===== config.mk =====
export PLATFORM = sky130hd
export DESIGN_NAME = pifb_top
export DESIGN_NICKNAME = d
export VERILOG_FILES = /design/src/design/pifb_pkg.sv /design/src/design/pifb_top.sv
export VERILOG_INCLUDE_DIRS = /design/src /design/src/design
export SDC_FILE = /design/constraint.sdc
export NUM_CORES = 1
export LEC_CHECK = 0
export BUFFER_PORTS_ARGS = -buffer_cell sky130_fd_sc_hd__clkbuf_2
export CAP_MARGIN = 30
export CORE_ASPECT_RATIO = 0.7
export CORE_MARGIN = 10
export CORE_UTILIZATION = 25
export CTS_CLUSTER_SIZE = 14
export DETAILED_ROUTE_END_ITERATION = 8
export PLACE_DENSITY = 0.57
export REMOVE_ABC_BUFFERS = 1
export SLEW_MARGIN = 25
export SYNTH_ARGS = -nofsm -noshare
export SYNTH_HDL_FRONTEND = slang
export SYNTH_SLANG_ARGS = --single-unit

===== constraint.sdc =====
create_clock -name aclk -period 2.3 [get_ports aclk]
set_clock_uncertainty 0.2 [all_clocks]
set_input_delay 0.345 -clock aclk [delete_from_list [all_inputs] [get_ports aclk]]
set_output_delay 0.345 -clock aclk [all_outputs]
set_load 0.05 [all_outputs]

===== src/design/pifb_defs.svh =====
// register offsets, bit positions, masks and reset values
// assumes byte addresses on a 32-bit AXI4-Lite bus
`ifndef PIFB_DEFS_SVH
`define PIFB_DEFS_SVH

// ===========================================
// offsets
`define PIFB_OFF_CTRL_A 32'h0000_0000
`define PIFB_OFF_CTRL_B 32'h0000_0004
`define PIFB_OFF_CTRL_C 32'h0000_0008
`define PIFB_OFF_GRP_A 32'h0000_000c

// ===========================================
// primary_irq_ctrl_a fields
`define PIFB_A_GLOBAL_E 0
`define PIFB_A_PIN_E 1
`define PIFB_A_CMP_E 2
`define PIFB_A_GRP0_E 3
`define PIFB_A_PIN_F 4
`define PIFB_A_CMP_F 5
`define PIFB_A_GRP0_F 6

// primary_irq_ctrl_b fields
`define PIFB_B_GRP1_E 0
`define PIFB_B_GRP2_E 1
`define PIFB_B_CONV_E 2
`define PIFB_B_TICK0_E 3
`define PIFB_B_GRP1_F 4
`define PIFB_B_GRP2_F 5
`define PIFB_B_CONV_F 6
`define PIFB_B_TICK0_F 7

// primary_irq_ctrl_c fields
`define PIFB_C_TICK1_E 0
`define PIFB_C_PIN_E 1
`define PIFB_C_SER_E 2
`define PIFB_C_ASYNC_E 3
`define PIFB_C_TICK1_F 4
`define PIFB_C_PIN_F 5
`define PIFB_C_SER_F 6
`define PIFB_C_ASYNC_F 7

// shared_group_irq_ctrl_a fields
`define PIFB_G_CMPP_E 0
`define PIFB_G_CMPA_E 1
`define PIFB_G_CMPP_F 4
`define PIFB_G_CMPA_F 5

// ===========================================
// implemented bits and reset values
`define PIFB_MASK_A 8'h7f
`define PIFB_MASK_B 8'hff
`define PIFB_MASK_C 8'hff
`define PIFB_MASK_G 8'h33
`define PIFB_RST_REG 8'h00
`define PIFB_RESP_OKAY 2'b00
`define PIFB_RESP_SLVERR 2'b10

`endif


===== src/design/pifb_pkg.sv =====
// types shared by the flag and enable bank
// assumes nothing of its surroundings
`default_nettype none

package pifb_pkg;

    // ===========================================
    // one-cycle request pulses from the sources
    typedef struct packed {
        logic pin_a;
        logic comparator;
        logic tick0;
        logic converter;
        logic group1;
        logic group2;
        logic async_serial;
        logic serial_module;
        logic pin_b;
        logic tick1;
        logic std_timer_cmp_a;
        logic std_timer_cmp_p;
    } pifb_src_t;

    // ===========================================
    // flag and enable pairs waiting for the core
    typedef struct packed {
        logic pin_a;
        logic comparator;
        logic group0;
        logic tick0;
        logic converter;
        logic group1;
        logic group2;
        logic async_serial;
        logic serial_module;
        logic pin_b;
        logic tick1;
    } pifb_pend_t;

endpackage

`default_nettype wire


===== src/design/pifb_top.sv =====
// request flag and enable bank with an AXI4-Lite register port
// assumes source pulses and bus signals synchronous to aclk
//
// Summary of operation
// - pin A event sets ctrl_a bit 4
// - pin A enable at ctrl_a bit 1
// - comparator flag at ctrl_a bit 5
// - group 0 flag at ctrl_a bit 6
// - tick 0 flag at ctrl_b bit 7
// - tick 0 enable at ctrl_b bit 3
// - group 2 flag at ctrl_b bit 5
// - group 2 enable at ctrl_b bit 1
// - group 1 enable at ctrl_b bit 0
// - async serial flag at ctrl_c bit 7
// - serial module flag at ctrl_c bit 6
// - pin B flag at ctrl_c bit 5
// - pin B enable at ctrl_c bit 1
// - tick 1 enable at ctrl_c bit 0
// - timer compare A flag at group bit 5
// - timer compare P flag at group bit 4
// - timer compare A enable at group bit 1
// - timer compare P enable at group bit 0
// - unimplemented bits read back as zero
// - timer matches share the group 0 request
//
// The placing of the registers and the AXI4-Lite interface to the registers were left to the implementer.
`timescale 1ns/1ps
`default_nettype none
`include "pifb_defs.svh"

module pifb_top (
    input wire logic aclk,
    input wire logic aresetn,
    input wire logic [31:0] awaddr,
    input wire logic [2:0] awprot,
    input wire logic awvalid,
    output logic awready,
    input wire logic [31:0] wdata,
    input wire logic [3:0] wstrb,
    input wire logic wvalid,
    output logic wready,
    output logic [1:0] bresp,
    output logic bvalid,
    input wire logic bready,
    input wire logic [31:0] araddr,
    input wire logic [2:0] arprot,
    input wire logic arvalid,
    output logic arready,
    output logic [31:0] rdata,
    output logic [1:0] rresp,
    output logic rvalid,
    input wire logic rready,
    input wire pifb_pkg::pifb_src_t src_req,
    output pifb_pkg::pifb_pend_t pending,
    output logic core_irq
);

    // ===========================================
    // storage
    logic [7:0] ctrl_a;
    logic [7:0] ctrl_b;
    logic [7:0] ctrl_c;
    logic [7:0] grp_a;
    logic [7:0] next_ctrl_a;
    logic [7:0] next_ctrl_b;
    logic [7:0] next_ctrl_c;
    logic [7:0] next_grp_a;
    logic [7:0] set_a;
    logic [7:0] set_b;
    logic [7:0] set_c;
    logic [7:0] set_g;
    logic grp0_act;
    logic grp0_act_q;
    logic aw_full;
    logic w_full;
    logic [31:0] aw_addr;
    logic [7:0] w_byte;
    logic w_lane;
    logic wr_go;
    logic wr_hit;
    logic [31:0] next_rdata;
    logic rd_hit;
    pifb_pkg::pifb_pend_t next_pending;

    // ===========================================
    // write channel capture
    assign wr_go = aw_full && w_full && !bvalid;

    always_ff @(posedge aclk) begin
        if (!aresetn) begin
            aw_full <= 1'b0;
            awready <= 1'b0;
        end else if (awvalid && awready) begin
            aw_full <= 1'b1;
            awready <= 1'b0;
        end else if (wr_go) begin
            aw_full <= 1'b0;
            awready <= 1'b1;
        end else if (!aw_full) begin
            awready <= 1'b1;
        end
    end

    always_ff @(posedge aclk) begin
        if (!aresetn) begin
            aw_addr <= 32'h0000_0000;
        end else if (awvalid && awready) begin
            aw_addr <= awaddr;
        end
    end

    always_ff @(posedge aclk) begin
        if (!aresetn) begin
            w_full <= 1'b0;
            wready <= 1'b0;
        end else if (wvalid && wready) begin
            w_full <= 1'b1;
            wready <= 1'b0;
        end else if (wr_go) begin
            w_full <= 1'b0;
            wready <= 1'b1;
        end else if (!w_full) begin
            wready <= 1'b1;
        end
    end

    always_ff @(posedge aclk) begin
        if (!aresetn) begin
            w_byte <= 8'h00;
            w_lane <= 1'b0;
        end else if (wvalid && wready) begin
            w_byte <= wdata[7:0];
            w_lane <= wstrb[0];
        end
    end

    // ===========================================
    // write response
    always_comb begin
        case (aw_addr)
            `PIFB_OFF_CTRL_A: wr_hit = 1'b1;
            `PIFB_OFF_CTRL_B: wr_hit = 1'b1;
            `PIFB_OFF_CTRL_C: wr_hit = 1'b1;
            `PIFB_OFF_GRP_A: wr_hit = 1'b1;
            default: wr_hit = 1'b0;
        endcase
    end

    always_ff @(posedge aclk) begin
        if (!aresetn) begin
            bvalid <= 1'b0;
        end else if (wr_go) begin
            bvalid <= 1'b1;
        end else if (bvalid && bready) begin
            bvalid <= 1'b0;
        end
    end

    always_ff @(posedge aclk) begin
        if (!aresetn) begin
            bresp <= `PIFB_RESP_OKAY;
        end else if (wr_go) begin
            bresp <= wr_hit ? `PIFB_RESP_OKAY : `PIFB_RESP_SLVERR;
        end
    end

    // ===========================================
    // hardware set terms
    // group 0 is the shared request of both timer matches
    assign grp0_act = (grp_a[`PIFB_G_CMPA_F] && grp_a[`PIFB_G_CMPA_E])
        || (grp_a[`PIFB_G_CMPP_F] && grp_a[`PIFB_G_CMPP_E]);

    always_comb begin
        set_a = 8'h00;
        set_b = 8'h00;
        set_c = 8'h00;
        set_g = 8'h00;
        set_a[`PIFB_A_PIN_F] = src_req.pin_a;
        set_a[`PIFB_A_CMP_F] = src_req.comparator;
        set_a[`PIFB_A_GRP0_F] = grp0_act && !grp0_act_q;
        set_b[`PIFB_B_TICK0_F] = src_req.tick0;
        set_b[`PIFB_B_CONV_F] = src_req.converter;
        set_b[`PIFB_B_GRP2_F] = src_req.group2;
        set_b[`PIFB_B_GRP1_F] = src_req.group1;
        set_c[`PIFB_C_ASYNC_F] = src_req.async_serial;
        set_c[`PIFB_C_SER_F] = src_req.serial_module;
        set_c[`PIFB_C_PIN_F] = src_req.pin_b;
        set_c[`PIFB_C_TICK1_F] = src_req.tick1;
        set_g[`PIFB_G_CMPA_F] = src_req.std_timer_cmp_a;
        set_g[`PIFB_G_CMPP_F] = src_req.std_timer_cmp_p;
    end

    // ===========================================
    // next register values, a set beats a clear
    always_comb begin
        next_ctrl_a = ctrl_a;
        next_ctrl_b = ctrl_b;
        next_ctrl_c = ctrl_c;
        next_grp_a = grp_a;
        if (wr_go && w_lane) begin
            case (aw_addr)
                `PIFB_OFF_CTRL_A: begin
                    next_ctrl_a = w_byte & `PIFB_MASK_A;
                end
                `PIFB_OFF_CTRL_B: begin
                    next_ctrl_b = w_byte & `PIFB_MASK_B;
                end
                `PIFB_OFF_CTRL_C: begin
                    next_ctrl_c = w_byte & `PIFB_MASK_C;
                end
                `PIFB_OFF_GRP_A: begin
                    // flags only drop by software write
                    next_grp_a = w_byte & `PIFB_MASK_G;
                end
                default: begin
                    next_grp_a = grp_a;
                end
            endcase
        end
        next_ctrl_a = next_ctrl_a | set_a;
        next_ctrl_b = next_ctrl_b | set_b;
        next_ctrl_c = next_ctrl_c | set_c;
        next_grp_a = next_grp_a | set_g;
    end

    // ===========================================
    // register bank
    always_ff @(posedge aclk) begin
        if (!aresetn) begin
            ctrl_a <= `PIFB_RST_REG;
        end else begin
            ctrl_a <= next_ctrl_a;
        end
    end

    always_ff @(posedge aclk) begin
        if (!aresetn) begin
            ctrl_b <= `PIFB_RST_REG;
        end else begin
            ctrl_b <= next_ctrl_b;
        end
    end

    always_ff @(posedge aclk) begin
        if (!aresetn) begin
            ctrl_c <= `PIFB_RST_REG;
        end else begin
            ctrl_c <= next_ctrl_c;
        end
    end

    always_ff @(posedge aclk) begin
        if (!aresetn) begin
            grp_a <= `PIFB_RST_REG;
        end else begin
            grp_a <= next_grp_a;
        end
    end

    always_ff @(posedge aclk) begin
        if (!aresetn) begin
            grp0_act_q <= 1'b0;
        end else begin
            grp0_act_q <= grp0_act;
        end
    end

    // ===========================================
    // read channel
    always_comb begin
        rd_hit = 1'b1;
        case (araddr)
            `PIFB_OFF_CTRL_A: next_rdata = {24'h000000, ctrl_a};
            `PIFB_OFF_CTRL_B: next_rdata = {24'h000000, ctrl_b};
            `PIFB_OFF_CTRL_C: next_rdata = {24'h000000, ctrl_c};
            `PIFB_OFF_GRP_A: next_rdata = {24'h000000, grp_a};
            default: begin
                next_rdata = 32'h0000_0000;
                rd_hit = 1'b0;
            end
        endcase
    end

    always_ff @(posedge aclk) begin
        if (!aresetn) begin
            arready <= 1'b0;
            rvalid <= 1'b0;
        end else if (arvalid && arready) begin
            arready <= 1'b0;
            rvalid <= 1'b1;
        end else if (rvalid && rready) begin
            rvalid <= 1'b0;
            arready <= 1'b1;
        end else if (!rvalid) begin
            arready <= 1'b1;
        end
    end

    always_ff @(posedge aclk) begin
        if (!aresetn) begin
            rdata <= 32'h0000_0000;
            rresp <= `PIFB_RESP_OKAY;
        end else if (arvalid && arready) begin
            rdata <= next_rdata;
            rresp <= rd_hit ? `PIFB_RESP_OKAY : `PIFB_RESP_SLVERR;
        end
    end

    // ===========================================
    // request forwarding to the core
    always_comb begin
        next_pending.pin_a = ctrl_a[`PIFB_A_PIN_F] && ctrl_a[`PIFB_A_PIN_E];
        next_pending.comparator = ctrl_a[`PIFB_A_CMP_F]
            && ctrl_a[`PIFB_A_CMP_E];
        next_pending.group0 = ctrl_a[`PIFB_A_GRP0_F]
            && ctrl_a[`PIFB_A_GRP0_E];
        next_pending.tick0 = ctrl_b[`PIFB_B_TICK0_F]
            && ctrl_b[`PIFB_B_TICK0_E];
        next_pending.converter = ctrl_b[`PIFB_B_CONV_F]
            && ctrl_b[`PIFB_B_CONV_E];
        next_pending.group1 = ctrl_b[`PIFB_B_GRP1_F]
            && ctrl_b[`PIFB_B_GRP1_E];
        next_pending.group2 = ctrl_b[`PIFB_B_GRP2_F]
            && ctrl_b[`PIFB_B_GRP2_E];
        next_pending.async_serial = ctrl_c[`PIFB_C_ASYNC_F]
            && ctrl_c[`PIFB_C_ASYNC_E];
        next_pending.serial_module = ctrl_c[`PIFB_C_SER_F]
            && ctrl_c[`PIFB_C_SER_E];
        next_pending.pin_b = ctrl_c[`PIFB_C_PIN_F] && ctrl_c[`PIFB_C_PIN_E];
        next_pending.tick1 = ctrl_c[`PIFB_C_TICK1_F]
            && ctrl_c[`PIFB_C_TICK1_E];
    end

    always_ff @(posedge aclk) begin
        if (!aresetn) begin
            pending <= '0;
        end else begin
            pending <= next_pending;
        end
    end

    always_ff @(posedge aclk) begin
        if (!aresetn) begin
            core_irq <= 1'b0;
        end else begin
            core_irq <= ctrl_a[`PIFB_A_GLOBAL_E] && (|next_pending);
        end
    end

endmodule

`default_nettype wire


# Word-level counts from Yosys, hierarchy flattened
# Index checks and enable logic that the tools add are counted.
[word_totals] register_bits=129 latchBits=0 ram_bits=0 rom_bits=0 in_bits=125 word_cells=108 memories=0
[classes] addsub=0 multipliers=0 n_div=0 n_lt_le_gt_ge=0 n_eq_ne=9 shift=0 n_mux=26 n_bitwise=5 reduce_logical=38
[ops] cell="$eq A32 B4 Y1 const B" n=4
[ops] cell="$eq A32 B3 Y1 const B" n=2
[ops] cell="$logic_not A32 Y1" n=2
[ops] cell="$mux W8" n=8
[ops] cell="$pmux W8 S4" n=1
[ops] cell="$logic_and A1 B1 Y1" n=23
[ops] cell="$or A8 B8 Y8" n=2
[ops] cell="$mux W1" n=15
[ops] cell="$reduce_or A11 Y1" n=1
[ops] cell="$or A8 B6 Y8" n=1
[ops] cell="$or A8 B7 Y8" n=1
[ops] cell="$reduce_bool A2 Y1" n=4
[ops] cell="$reduce_or A4 Y1" n=2
[ops] cell="$ne A2 B1 Y1 const B" n=3
[ops] cell="$reduce_or A2 Y1" n=3
[ops] cell="$mux W2" n=2
[ops] cell="$logic_not A1 Y1" n=2
[ops] cell="$logic_or A1 B1 Y1" n=1
[ops] cell="$not A1 Y1" n=1

# Logic depth before layout (Yosys ltp)
# Gate-level depths: netlist of the first run.
[depth] depth_word=5 mapped_depth=7

# Worst setup path after synthesis of the first run
# Ideal clock, no wire load.
[synth_timing] path_type="reg-to-reg" startpoint="register bvalid" endpoint="register ctrl_a[4]" arrival_ns=1.782 path_slack_ns=0.196 path_stages_with_launch=7 period_less_slack_ns=2.104 path_cell_list="dfxtp_1 > and3b_1 > buf_2 > and3_1 > buf_2 > a311o_1 > o311a_1"
[synth_via] elab_chain_cells=5
[synth_rtl] element="from (decl)" line_no="pifb_top.sv:43" source="output logic bvalid,"
[synth_rtl] element="from (signal assigned)" line_no="pifb_top.sv:151" source="bvalid <= 1'b0;"
[synth_rtl] element="from (signal assigned)" line_no="pifb_top.sv:153" source="bvalid <= 1'b1;"
[synth_rtl] element="from (signal assigned)" line_no="pifb_top.sv:155" source="bvalid <= 1'b0;"
[synth_rtl] element="$logic_not A1 Y1" line_no="pifb_top.sv:87" source="assign wr_go = aw_full && w_full && !bvalid;"
[synth_rtl] element="$logic_and A1 B1 Y1" line_no="pifb_top.sv:87"
[synth_rtl] element="$logic_and A1 B1 Y1" line_no="pifb_top.sv:200" source="if (wr_go && w_lane) begin"
[synth_rtl] element="$mux W8" line_no="pifb_top.sv:200"
[synth_rtl] element="$or A8 B7 Y8" line_no="pifb_top.sv:220" source="next_ctrl_a = next_ctrl_a | set_a;"
[synth_rtl] element="to (signal assigned)" line_no="pifb_top.sv:230" source="ctrl_a <= `PIFB_RST_REG;"
[synth_rtl] element="to (signal assigned)" line_no="pifb_top.sv:232" source="ctrl_a <= next_ctrl_a;"
[synth_rtl] element="to (decl)" line_no="pifb_top.sv:60" source="logic [7:0] ctrl_a;"
# Every way passes these cells.
# A chain may end at the register's enable or synchronous reset.

# Worst setup path in the final report of the first run
[layout_timing] startpoint="register aw_addr[23]" endpoint="register ctrl_b[5]"
[layout_via] elab_chain_cells=4
[layout_rtl] element="from (decl)" line_no="pifb_top.sv:76" source="logic [31:0] aw_addr;"
[layout_rtl] element="from (signal assigned)" line_no="pifb_top.sv:108" source="aw_addr <= awaddr;"
[layout_rtl] element="$eq A32 B3 Y1" line_no="pifb_top.sv:201" source="case (aw_addr)"
[layout_rtl] element="$mux W8" line_no="pifb_top.sv:201"
[layout_rtl] element="$mux W8" line_no="pifb_top.sv:200"
[layout_rtl] element="$or A8 B8 Y8" line_no="pifb_top.sv:221" source="next_ctrl_b = next_ctrl_b | set_b;"
[layout_rtl] element="to (signal assigned)" line_no="pifb_top.sv:238" source="ctrl_b <= `PIFB_RST_REG;"
[layout_rtl] element="to (signal assigned)" line_no="pifb_top.sv:240" source="ctrl_b <= next_ctrl_b;"
[layout_rtl] element="to (decl)" line_no="pifb_top.sv:61" source="logic [7:0] ctrl_b;"
# Every way passes these cells.

==> results of run 1 <==
[layout by cell type, fill, tap and decap left out, drive strengths merged]
cell type / netlist / layout
o21ai: 1 / 1
mux2i: 3 / 3
a41oi: 1 / 1
and2b: 1 / 1
clkinv: 0 / 4
nor4: 15 / 15
a2bb2oi: 4 / 4
inv: 6 / 6
nand4: 22 / 22
o221a: 1 / 1
nand2b: 2 / 2
a311o: 9 / 9
nor4bb: 1 / 1
a21oi: 1 / 1
nor3: 5 / 5
or2: 1 / 1
conb: 1 / 26
o211a: 3 / 3
and3: 13 / 13
a21boi: 58 / 58
dfxtp: 98 / 98
and3b: 1 / 1
mux4: 4 / 4
and4: 2 / 2
nand3: 7 / 7
buf: 39 / 11
or3: 1 / 1
nor2b: 4 / 4
o311a: 10 / 10
o31ai: 22 / 22
a222oi: 1 / 1
nand3b: 1 / 1
a22oi: 3 / 3
a22o: 2 / 2
o31a: 6 / 6
nor2: 5 / 5
nand2: 97 / 97
clkbuf: 22 / 129
and2: 10 / 10
[power by group]
group	switching, mW	internal [mW]
Clock	0.656	0.787
Sequential	0.0579	1.76
Combinational	0.404	0.224
[state kept, by name, summed over array words and instances (netlist names), 4 cells and up]
| name | flops |
|---|---|
| aw_addr | 32 |
| ctrl_a | 7 |
| ctrl_b | 8 |
| ctrl_c | 8 |
| grp_a | 4 |
| pending | 11 |
| rdata | 8 |
| w_byte | 8 |
[cells by family (layout without fill, tap and decap cells)]
| kind of cell | Yosys count | count (layout) |
|---|---|---|
| flops | 98 | 98 |
| simple gates | 188 | 188 |
| buf+inv | 67 | 150 |
| compound gates | 122 | 122 |
| other cells | 1 | 26 |
| mux | 7 | 7 |
[cells in the mapped netlist, drive strengths merged, types with 2 or more instances]
| cell | count |
|---|---|
| clkbuf | 22 |
| and3 | 13 |
| inv | 6 |
| nor2b | 4 |
| a21boi | 58 |
| a22oi | 3 |
| and4 | 2 |
| nor2 | 5 |
| nand2b | 2 |
| nand4 | 22 |
| dfxtp | 98 |
| o31a | 6 |
| o31ai | 22 |
| a311o | 9 |
| nor3 | 5 |
| o211a | 3 |
| a22o | 2 |
| buf | 39 |
| a2bb2oi | 4 |
| o311a | 10 |
| nand2 | 97 |
| and2 | 10 |
| mux2i | 3 |
| mux4 | 4 |
| nand3 | 7 |
| nor4 | 15 |
[tightest hold or removal path: stages]
cell	delay, ns
clkbuf_2	0.08
nand2_1	0.04
a21boi_0	0.06
[how the worst max path moves through the flow]
stage,to,slack (ns),depth (start not counted)
2_1_floorplan,ctrl_c[4],0.13,4
5_1_grt,ctrl_b[4],0.16,5
6_report,ctrl_b[5],0.27,5
3_3_place_gp,ctrl_b[6],0.28,5
4_1_cts,ctrl_b[4],0.26,5
3_5_place_dp,ctrl_b[6],0.27,5
[area by class of cell]
type	instances	area (um^2)	area share
multi-input cells	343	2161	0.3974
flip-flops and latches	98	1962	0.3608
repair buffers	129	723.2	0.1330
well taps	231	289.0	0.05315
clock buffers	11	252.7	0.04648
clock inverters	4	27.53	0.005062
inverters	6	22.52	0.004142
[layer usage]
layer | share of wire | wire length [um]
met1 | 0.49 | 6468
met4 | 0.012 | 153
met2 | 0.40 | 5244
met5 | 0 | 0
met3 | 0.098 | 1285
==> metrics, run 1 <==
status=completed; Slowest cell on crit path=nor4_1; sequential area share after synthesis=0.4413; CP Capture Type=flip-flop; Slew Viols, Final=0; IO buf count=118; Synth-to-Final Area Change=22.32%; Highest Clock Rate=493.6 MHz; Post-CTS Hold Buffers=0; Worst Reg-to-Reg Cells=5; Avg Inst Size Synth=9.204 um^2; clk buf depth=2; Synth area leaders=dfxtp_1 (44%), nand2_1 (8.2%), a21boi_0 (8.1%), buf_4 (4.6%), o31ai_1 (3.7%); Tightest Hold Check Type=input port to flip-flop; worst r2r src=aw_addr[23]; WS Path Type=flip-flop to flip-flop; Setup crit start=aw_addr[23]; Layout Utilization=0.3140; Simple-Gate Fraction of Synth Area=0.2147; R2R setup slack=0.27 ns; Post-Synth Adder-Cell Area=0; Hold Vio Cnt, Final=0; Die Area=0.02360 mm^2; area post-placement=0.005157 mm^2; GR Layer Usage met3=0.03578; Gate Count Post-Synth=483; Endpoint, Worst Hold=aw_addr[19]; family with the most delay on the worst path=simple AND/OR/NAND/NOR gates; fillers=1893; pin count of the biggest net entering global routing=44; share of cells above drive strength 1=0.2623; Max stage delay on crit path=0.42 ns; # diodes=0; placed insts=807; CTS buffer count=9; Rows=40; Tot Pwr=3.885 mW; Synth Area in Compound Gates=0.2223; gp weighted congestion=0.7854; vias per cell=4.648; Post-synth EDFFs=0; GR Overflow Total=0; crit path time final=2.026 ns; met1 GRT Util=0.1610; ys async rst share=0; final instance area=0.005438 mm^2; MaxCap Viol Count=0; Post CTS Setup Buffer Count=0; post-route insts no fill=822; Startpoint Class=flip-flop; final WL=13.15 mm; multiplexer share of the synthesized area=0.02702; CP required=2.33 ns; XOR/XNOR share of the synthesized area=0; count of final setup violators=0; post_cts resized=0; initial antenna violation count=0; crit share post-route=0.8808; unrepaired setup endpoints after global routing=no; Initial Util=0.2567; Die Height=131.6 um; clock latency on the worst-skew pair=0.35 ns; Synth Warn #=0; GRT Max-Usage Layer=met1; global-route met2 utilization=0.1419; Hold Path Cell Cnt=3; final setup TNS=0 ns; Crit path arrival time=2.06 ns; Final WS setup=0.2741 ns; worst r2r dst=ctrl_b[5]; CTS clk-pin slew, worst paths=0.07 ns; Iteration-0 DRC Markers=233; largest family of logic cells by synthesized area=compound AO/OA/AOI/OAI gates; pwr/cell area=714.5 mW/mm^2; first-pass iteration count of the detailed router=5; DR WL/cell=16.00 um; #FFs+latches synth=98; Cell Chain, Critical Path=nor4_1 > and4_1 > buf_12 > nand3_2 > o311a_1; CP Max Fanout=27; vias in the first global route=3792; share of the synthesized area in the top cell type=0.4413; Core ar.=0.01732 mm^2; Synth Cell Area=0.004446 mm^2; Synth area leader=dfxtp_1; Hold Crit Start=awaddr[19]; Tot GR Track Use=0.1091; post-route DRC violation count=0; detailed placement HPWL=10.10 mm; leakage power total=2.182 nW; Yosys cell types=46; # IOs=178; Main synth FF type=dfxtp_1; CTS tree=yes; htree depth=3; global-route wire length before repair=20.58 mm; Clk Tree Root Cell=clkbuf_16; Final nets=712; peak supply drop=334.6 uV; ANT nets after route=0; CTS sink count=98; Placement Setup Slack=0.2713 ns; DR vias=3821; die width=179.4 um; Critical path buffers and inverters=1; Fin Hold WS=0.01867 ns
(Power assumes the default switching activity.)
==> run 2: changes to the inputs <==
Settings changed: ABC_AREA set to 1, CORE_MARGIN 10 to unset, PLACE_DENSITY 0.57 to 0.59.
Clock period 2.3 ns to 1.75 ns, I/O delays scaled along.
==> run 2 against run 1 <==
  * Highest routed layer unchanged
  * Wire length fell by 8.4%
  * Total power rose by 32%
  * Cell count is 25% higher
  * Fmax grew 17%
==> metrics, run 2 <==
Main synth FF type=dfxtp_1; CTS tree=yes; crit path time final=1.727 ns (-0.2988 ns); Yosys cell types=32 (-30%); vias per cell=4.164 (-10%); R2R setup slack=0.02 ns (-0.25 ns); Core ar.=0.01659 mm^2 (-4.2%); DR WL/cell=11.76 um (-26%); share of cells above drive strength 1=0.2516 (-0.01070); Synth top cells by count=nor2_1 (169), nand2_1 (108), dfxtp_1 (98); worst r2r dst=ctrl_a[3]; fillers=1819 (-3.9%); Synth Cell Area=0.004310 mm^2 (-3.0%); # diodes=0 (unchanged); post-route DRC violation count=0 (unchanged); global-route wire length before repair=19.18 mm (-6.8%); Slew Viols, Final=0 (unchanged); Iteration-0 DRC Markers=187 (-20%); worst r2r src=w_full; WS Path Type=flip-flop to flip-flop; final WL=12.05 mm (-8.4%); post-route insts no fill=1024 (+25%); Synth area leaders=dfxtp_1 (46%), nor2_1 (15%), nand2_1 (9.4%), o21ai_0 (7.3%), buf_4 (4.7%); area of the multi-input gates=0.002093 mm^2 (-3.1%); CTS sink count=98 (unchanged); final instance area=0.006051 mm^2 (+11%); ANT nets after route=0 (unchanged); Initial Util=0.2598 (+0.003084); Synth Warn #=0 (unchanged); die width=158.9 um (-11%); Worst Reg-to-Reg Cells=9 (+4); clock latency on the worst-skew pair=0.35 ns (about the same); CP required=1.84 ns (-0.49 ns); pin count of the biggest net entering global routing=66 (+50%); area post-placement=0.005149 mm^2 (-0.17%); Startpoint Class=flip-flop; ys async rst share=0 (unchanged); Max stage delay on crit path=0.34 ns (-0.08 ns); Cell Chain, Critical Path=inv_2 > nor2_4 > nand2_2 > nor2_4 > nand2_2 > nor3_4 > buf_4 > nor2_1 > nor2_1; Hold Vio Cnt, Final=0 (unchanged); max reg flops=32 (unchanged); CP endpoint=ctrl_a[3]; crit share post-route=0.9869 (+0.1061); Die Area=0.01778 mm^2 (-25%); Crit path arrival time=1.82 ns (-0.24 ns); Tot Pwr=5.111 mW (+32%); Rows=39 (-2.5%); first-pass iteration count of the detailed router=4 (-1); Top reg by flops=aw_addr; detailed placement HPWL=8.871 mm (-12%); Critical path buffers and inverters=2 (+1); CP Max Fanout=6 (-78%); sequential area share after synthesis=0.4552 (+0.01384); family with the most delay on the worst path=simple AND/OR/NAND/NOR gates; gp weighted congestion=0.8510 (+8.4%); Final WS setup=0.02291 ns (-0.2512 ns); peak supply drop=438.0 uV (+31%); Post-synth EDFFs=0 (unchanged); clk buf depth=2 (unchanged); placed insts=955 (+18%); Tightest Hold Check Type=input port to flip-flop; unrepaired setup endpoints after global routing=yes; leading cell type in the layout, fill and taps excluded=nor2_1; CTS clk-pin slew, worst paths=0.07 ns (about the same); # IOs=178 (unchanged); top flop regs=aw_addr: 32 flops, pending: 11 flops; Placement Setup Slack=0.01769 ns (-0.2536 ns); Setup crit start=w_full; Tot GR Track Use=0.1371 (+0.02806); Synth-to-Final Area Change=40.38%; Synth area leader=dfxtp_1; IO buf count=118 (unchanged); Clk Tree Root Cell=clkbuf_16; pwr/cell area=844.7 mW/mm^2 (+18%); Slowest cell on crit path=dfxtp_2; FF/Latch Area=0.001964 mm^2 (+0.13%); CTS buffer count=9 (unchanged); Highest Clock Rate=579.0 MHz (+17%); Gate Count Post-Synth=613 (+27%); htree depth=3 (unchanged); GR Overflow Total=0 (unchanged); share of the synthesized area in the top cell type=0.4552 (+0.01384); count of final setup violators=0 (unchanged); #FFs+latches synth=98 (unchanged); status=completed; Die Height=111.9 um (-15%); DR vias=4264 (+12%); CP Capture Type=flip-flop; most frequent cells in the layout=nor2_1 (160), clkbuf_2 (118), nand2_1 (105); Avg Inst Size Synth=7.032 um^2 (-24%); CP Depth=9 (+4); Fin Hold WS=0.003793 ns (-0.01488 ns); vias in the first global route=3868 (+2.0%); Final nets=919 (+29%); count leader, synth=nor2_1; leakage power total=2.799 nW (+28%); initial antenna violation count=0 (unchanged); MaxCap Viol Count=0 (unchanged)
==> run 2: cell count changes in the layout (fill, tap and decap cells not counted), sizes merged, moves of 11 or more <==
cell         previous run  this run
nand2                  97       116
inv                     6        45
o31ai                  22         0
nor2                    5       177
and3                   13         0
o21ai                   1        68
nor4                   15         0
buf                    11        22
a21boi                 58         0
a21oi                   1        29
nand4                  22         3
dlygate4sd3             0        49
==> run 2: worst reg2reg max path, cell delays in order, from the launching register on <==
cell and delay, ns:
dfxtp_2 0.34, inv_2 0.04, nor2_4 0.11, nand2_2 0.08, nor2_4 0.19, nand2_2 0.10, nor3_4 0.32, buf_4 0.18
nor2_1 0.04, nor2_1 0.09
==> run 2: cell families (layout without fill, tap and decap cells) <==
kind of cell | after synthesis | after routing | synth area share
AND/OR/NAND/NOR | 318 | 318 | 0.3132
AO/OA/AOI/OAI | 106 | 106 | 0.1269
flip-flops | 98 | 98 | 0.4552
buffers and inverters | 90 | 251 | 0.1039
other | 1 | 26 | 0.0008700
==> run 2: through the flow <==
| step | TNS [ns] | utilization |
|---|---|---|
| floorplan | -14.54 | - |
| global placement | 0 | 0.3103 |
| detailed placement | 0 | 0.3103 |
| CTS | 0 | 0.3568 |
| global route | -0.7999 | 0.3647 |
| finish | 0 | 0.3647 |
==> run 2: how the worst min path moves through the flow <==
| stage | startpoint | end | cells past startpoint |
|---|---|---|---|
| detailed placement | rdata[4] | rdata[4] | 2 |
| finish | awaddr[3] | aw_addr[3] | 3 |
| CTS | awaddr[4] | aw_addr[4] | 3 |
| global placement | rdata[4] | rdata[4] | 2 |
| global route | awaddr[23] | aw_addr[23] | 3 |
| floorplan | aresetn | ctrl_a[5] | 2 |
==> run 2: area by class of cell <==
type                       instances  area share
clock buffer                      11     0.04012
clock inverter                     5    0.006203
inverter                          46     0.02854
multi-input combinational        450      0.3459
sequential                        98      0.3246
tap                              225     0.04653
timing repair buffer             189      0.2080
==> run 2: where the power goes <==
group,switching [mW],internal (mW),total (mW)
sequential,0.0808,2.33,2.41
combinational,0.501,0.311,0.812
clock,0.876,1.01,1.88
total,1.46,3.65,5.11
==> run 2: per-layer routing <==
layer	track usage	vias to the layer above	part of all wire
li1	-	2249	-
met1	0.1970	1883	0.51
met2	0.2023	118	0.40
met3	0.03763	14	0.072
met4	0.03077	0	0.013
met5	0	-	0
==> run 2: timing repair <==
item,CTS,global route
setup endpoints to repair,1,27
hold endpoints to repair,49,0
buffers inserted,0,4
hold buffers,49,0
gates cloned,0,0
resized for setup,1,34
pin swaps,1,21
==> run 3: changes to the inputs <==
Settings changed: REMOVE_ABC_BUFFERS 1 to unset.
==> run 3 against run 2 <==
  * The flow now finishes with violations (negative hold slack)
  * First-iteration DRC count increased by 25%
  * Critical endpoint is now ctrl_b[4]
  * Clock power increased by 6%
  * Critical path type unchanged
  * Global-route usage increased by 0.48 points
  * Combinational power grew 4.7%
  * Largest power group unchanged
==> metrics, run 3 (synthesis gave the netlist of run 2 again) <==
status=finished with violations; violated checks=negative hold slack; WS Path Type=flip-flop to flip-flop; CP Capture Type=flip-flop; Top reg by flops=aw_addr; Highest Clock Rate=589.7 MHz (+1.9%); Initial Util=0.2598 (unchanged); crit path time final=1.696 ns (-0.03144 ns); DR vias=4217 (-1.1%); Final nets=921 (+0.22%); crit share post-route=0.9689 (-0.01796); gp weighted congestion=0.8362 (-1.7%); pin count of the biggest net entering global routing=32 (-52%); pwr/cell area=852.3 mW/mm^2 (+0.89%); Startpoint Class=flip-flop; Cell Chain, Critical Path=inv_2 > nor2_4 > nand2_2 > nor2_4 > buf_6 > nand2_4 > nor3_4 > nand2_1 > a31oi_1; first-pass iteration count of the detailed router=5 (+1); CP Max Fanout=6 (unchanged); vias in the first global route=3859 (-0.23%); Die Height=111.9 um (unchanged); CTS buffer count=9 (unchanged); die width=158.9 um (unchanged); # IOs=178 (unchanged); Fin Hold WS=-0.005486 ns (-0.009280 ns); leading cell type in the layout, fill and taps excluded=nor2_1; max reg flops=32 (unchanged); global-route wire length before repair=19.86 mm (+3.6%); Slowest cell on crit path=dfxtp_4; top flop regs=aw_addr: 32 flops, pending: 11 flops; count of final setup violators=0 (unchanged); CTS sink count=98 (unchanged); Slew Viols, Final=0 (unchanged); ANT nets after route=0 (unchanged); # diodes=0 (unchanged); Rows=39 (unchanged); vias per cell=4.110 (-1.3%); final setup TNS=0 ns (unchanged); MaxCap Viol Count=0 (unchanged); leakage power total=2.847 nW (+1.7%); post-route DRC violation count=0 (unchanged); clk buf depth=2 (unchanged); fillers=1797 (-1.2%); GR Overflow Total=0 (unchanged); Clk Tree Root Cell=clkbuf_16; placed insts=958 (+0.31%); CTS tree=yes; Hold Vio Cnt, Final=1 (+1); Synth-to-Final Area Change=42.93%; htree depth=3 (unchanged); Iteration-0 DRC Markers=234 (+25%); IO buf count=118 (unchanged); post-route insts no fill=1026 (+0.20%); unrepaired setup endpoints after global routing=yes; Critical Path Most Common Cell=nor2_4; CP required=1.82 ns (-0.02 ns); share of cells above drive strength 1=0.2659 (+0.01435); Core ar.=0.01659 mm^2 (unchanged); Crit path arrival time=1.77 ns (-0.05 ns); most frequent cells in the layout=nor2_1 (161), clkbuf_2 (118), nand2_1 (102); clock latency on the worst-skew pair=0.34 ns (about the same); peak supply drop=469.5 uV (+7.2%); DR WL/cell=11.97 um (+1.8%); Die Area=0.01778 mm^2 (unchanged); CTS clk-pin slew, worst paths=0.07 ns (about the same); Tightest Hold Check Type=input port to flip-flop; detailed placement HPWL=9.269 mm (+4.5%); Tot GR Track Use=0.1420 (+0.004825); initial antenna violation count=0 (unchanged); final WL=12.28 mm (+2.0%); Max stage delay on crit path=0.36 ns (+0.02 ns); Layout Utilization=0.3713 (+0.006636)
[run 3: cell count changes in the layout (fill, tap and decap cells not counted), moves of 3 or more]
cell	previous run	this run
dlygate4sd3_1	49	45
o21ai_0	59	55
o21ai_2	0	4
buf_6	0	3
nand2_1	105	102
nand2_2	5	8
nor2_2	9	6
[run 3: layout make-up]
cell class,count,area [um^2],share of cell area
Inverter,46,175.2,0.02843
Sequential cell,98,1968,0.3195
Clock inverter,6,67.56,0.01097
Multi-Input combinational cell,450,2152,0.3493
Clock buffer,10,229.0,0.03716
Tap cell,225,281.5,0.04569
Timing Repair Buffer,191,1287,0.2090
[run 3: routing by layer]
metal,global-route usage,wire (um)
met5,0,0
met4,0.02885,100
met3,0.03018,709
met2,0.1962,4879
met1,0.2209,6591
[run 3: path summary, 6_finish.rpt]
kind | from | to | slack, ns | cells after the start
max | w_full | ctrl_b[4] | 0.05 | 9
min | awaddr[23] | aw_addr[23] | -0.005 | 3
max reg2reg | w_full | ctrl_b[4] | 0.05 | 9
min reg2reg | rdata[4] | rdata[4] | 0.26 | 2
[run 3: power breakdown]
group | switching [mW] | total, mW | internal (mW)
Sequential | 0.0822 | 2.42 | 2.33
Clock | 0.874 | 1.99 | 1.11
Combinational | 0.525 | 0.850 | 0.325
Total | 1.48 | 5.25 | 3.77
[run 3: timing repair]
item / CTS / global route
pin swaps: 3 / 23
setup buffers: 4 / 4
endpoints found under the hold margin: 45 / 0
resized for setup: 3 / 53
endpoints found under the setup margin: 12 / 27
hold buffers: 45 / 0
[run 3: critical path: cells and delay by family (launching register included)]
family                 cells  cell delay, ns
AO/OA/AOI/OAI              1            0.13
buffers and inverters      2            0.18
flip-flops                 1            0.36
AND/OR/NAND/NOR            6            0.76
[run 3: metrics by stage]
stage	power (mW)	cell area (um^2)	setup slack, ns	hold WS, ns
2_1_floorplan	2.966	4404	0.003894	0.2143
6_report	5.251	6161	0.05435	-0.005486
4_1_cts	5.242	5966	0.01118	0.002185
3_3_place_gp	3.153	5184	-0.01314	0.2444
3_5_place_dp	3.161	5184	-0.03355	0.2586
5_1_grt	5.527	6161	-0.07799	0.01277
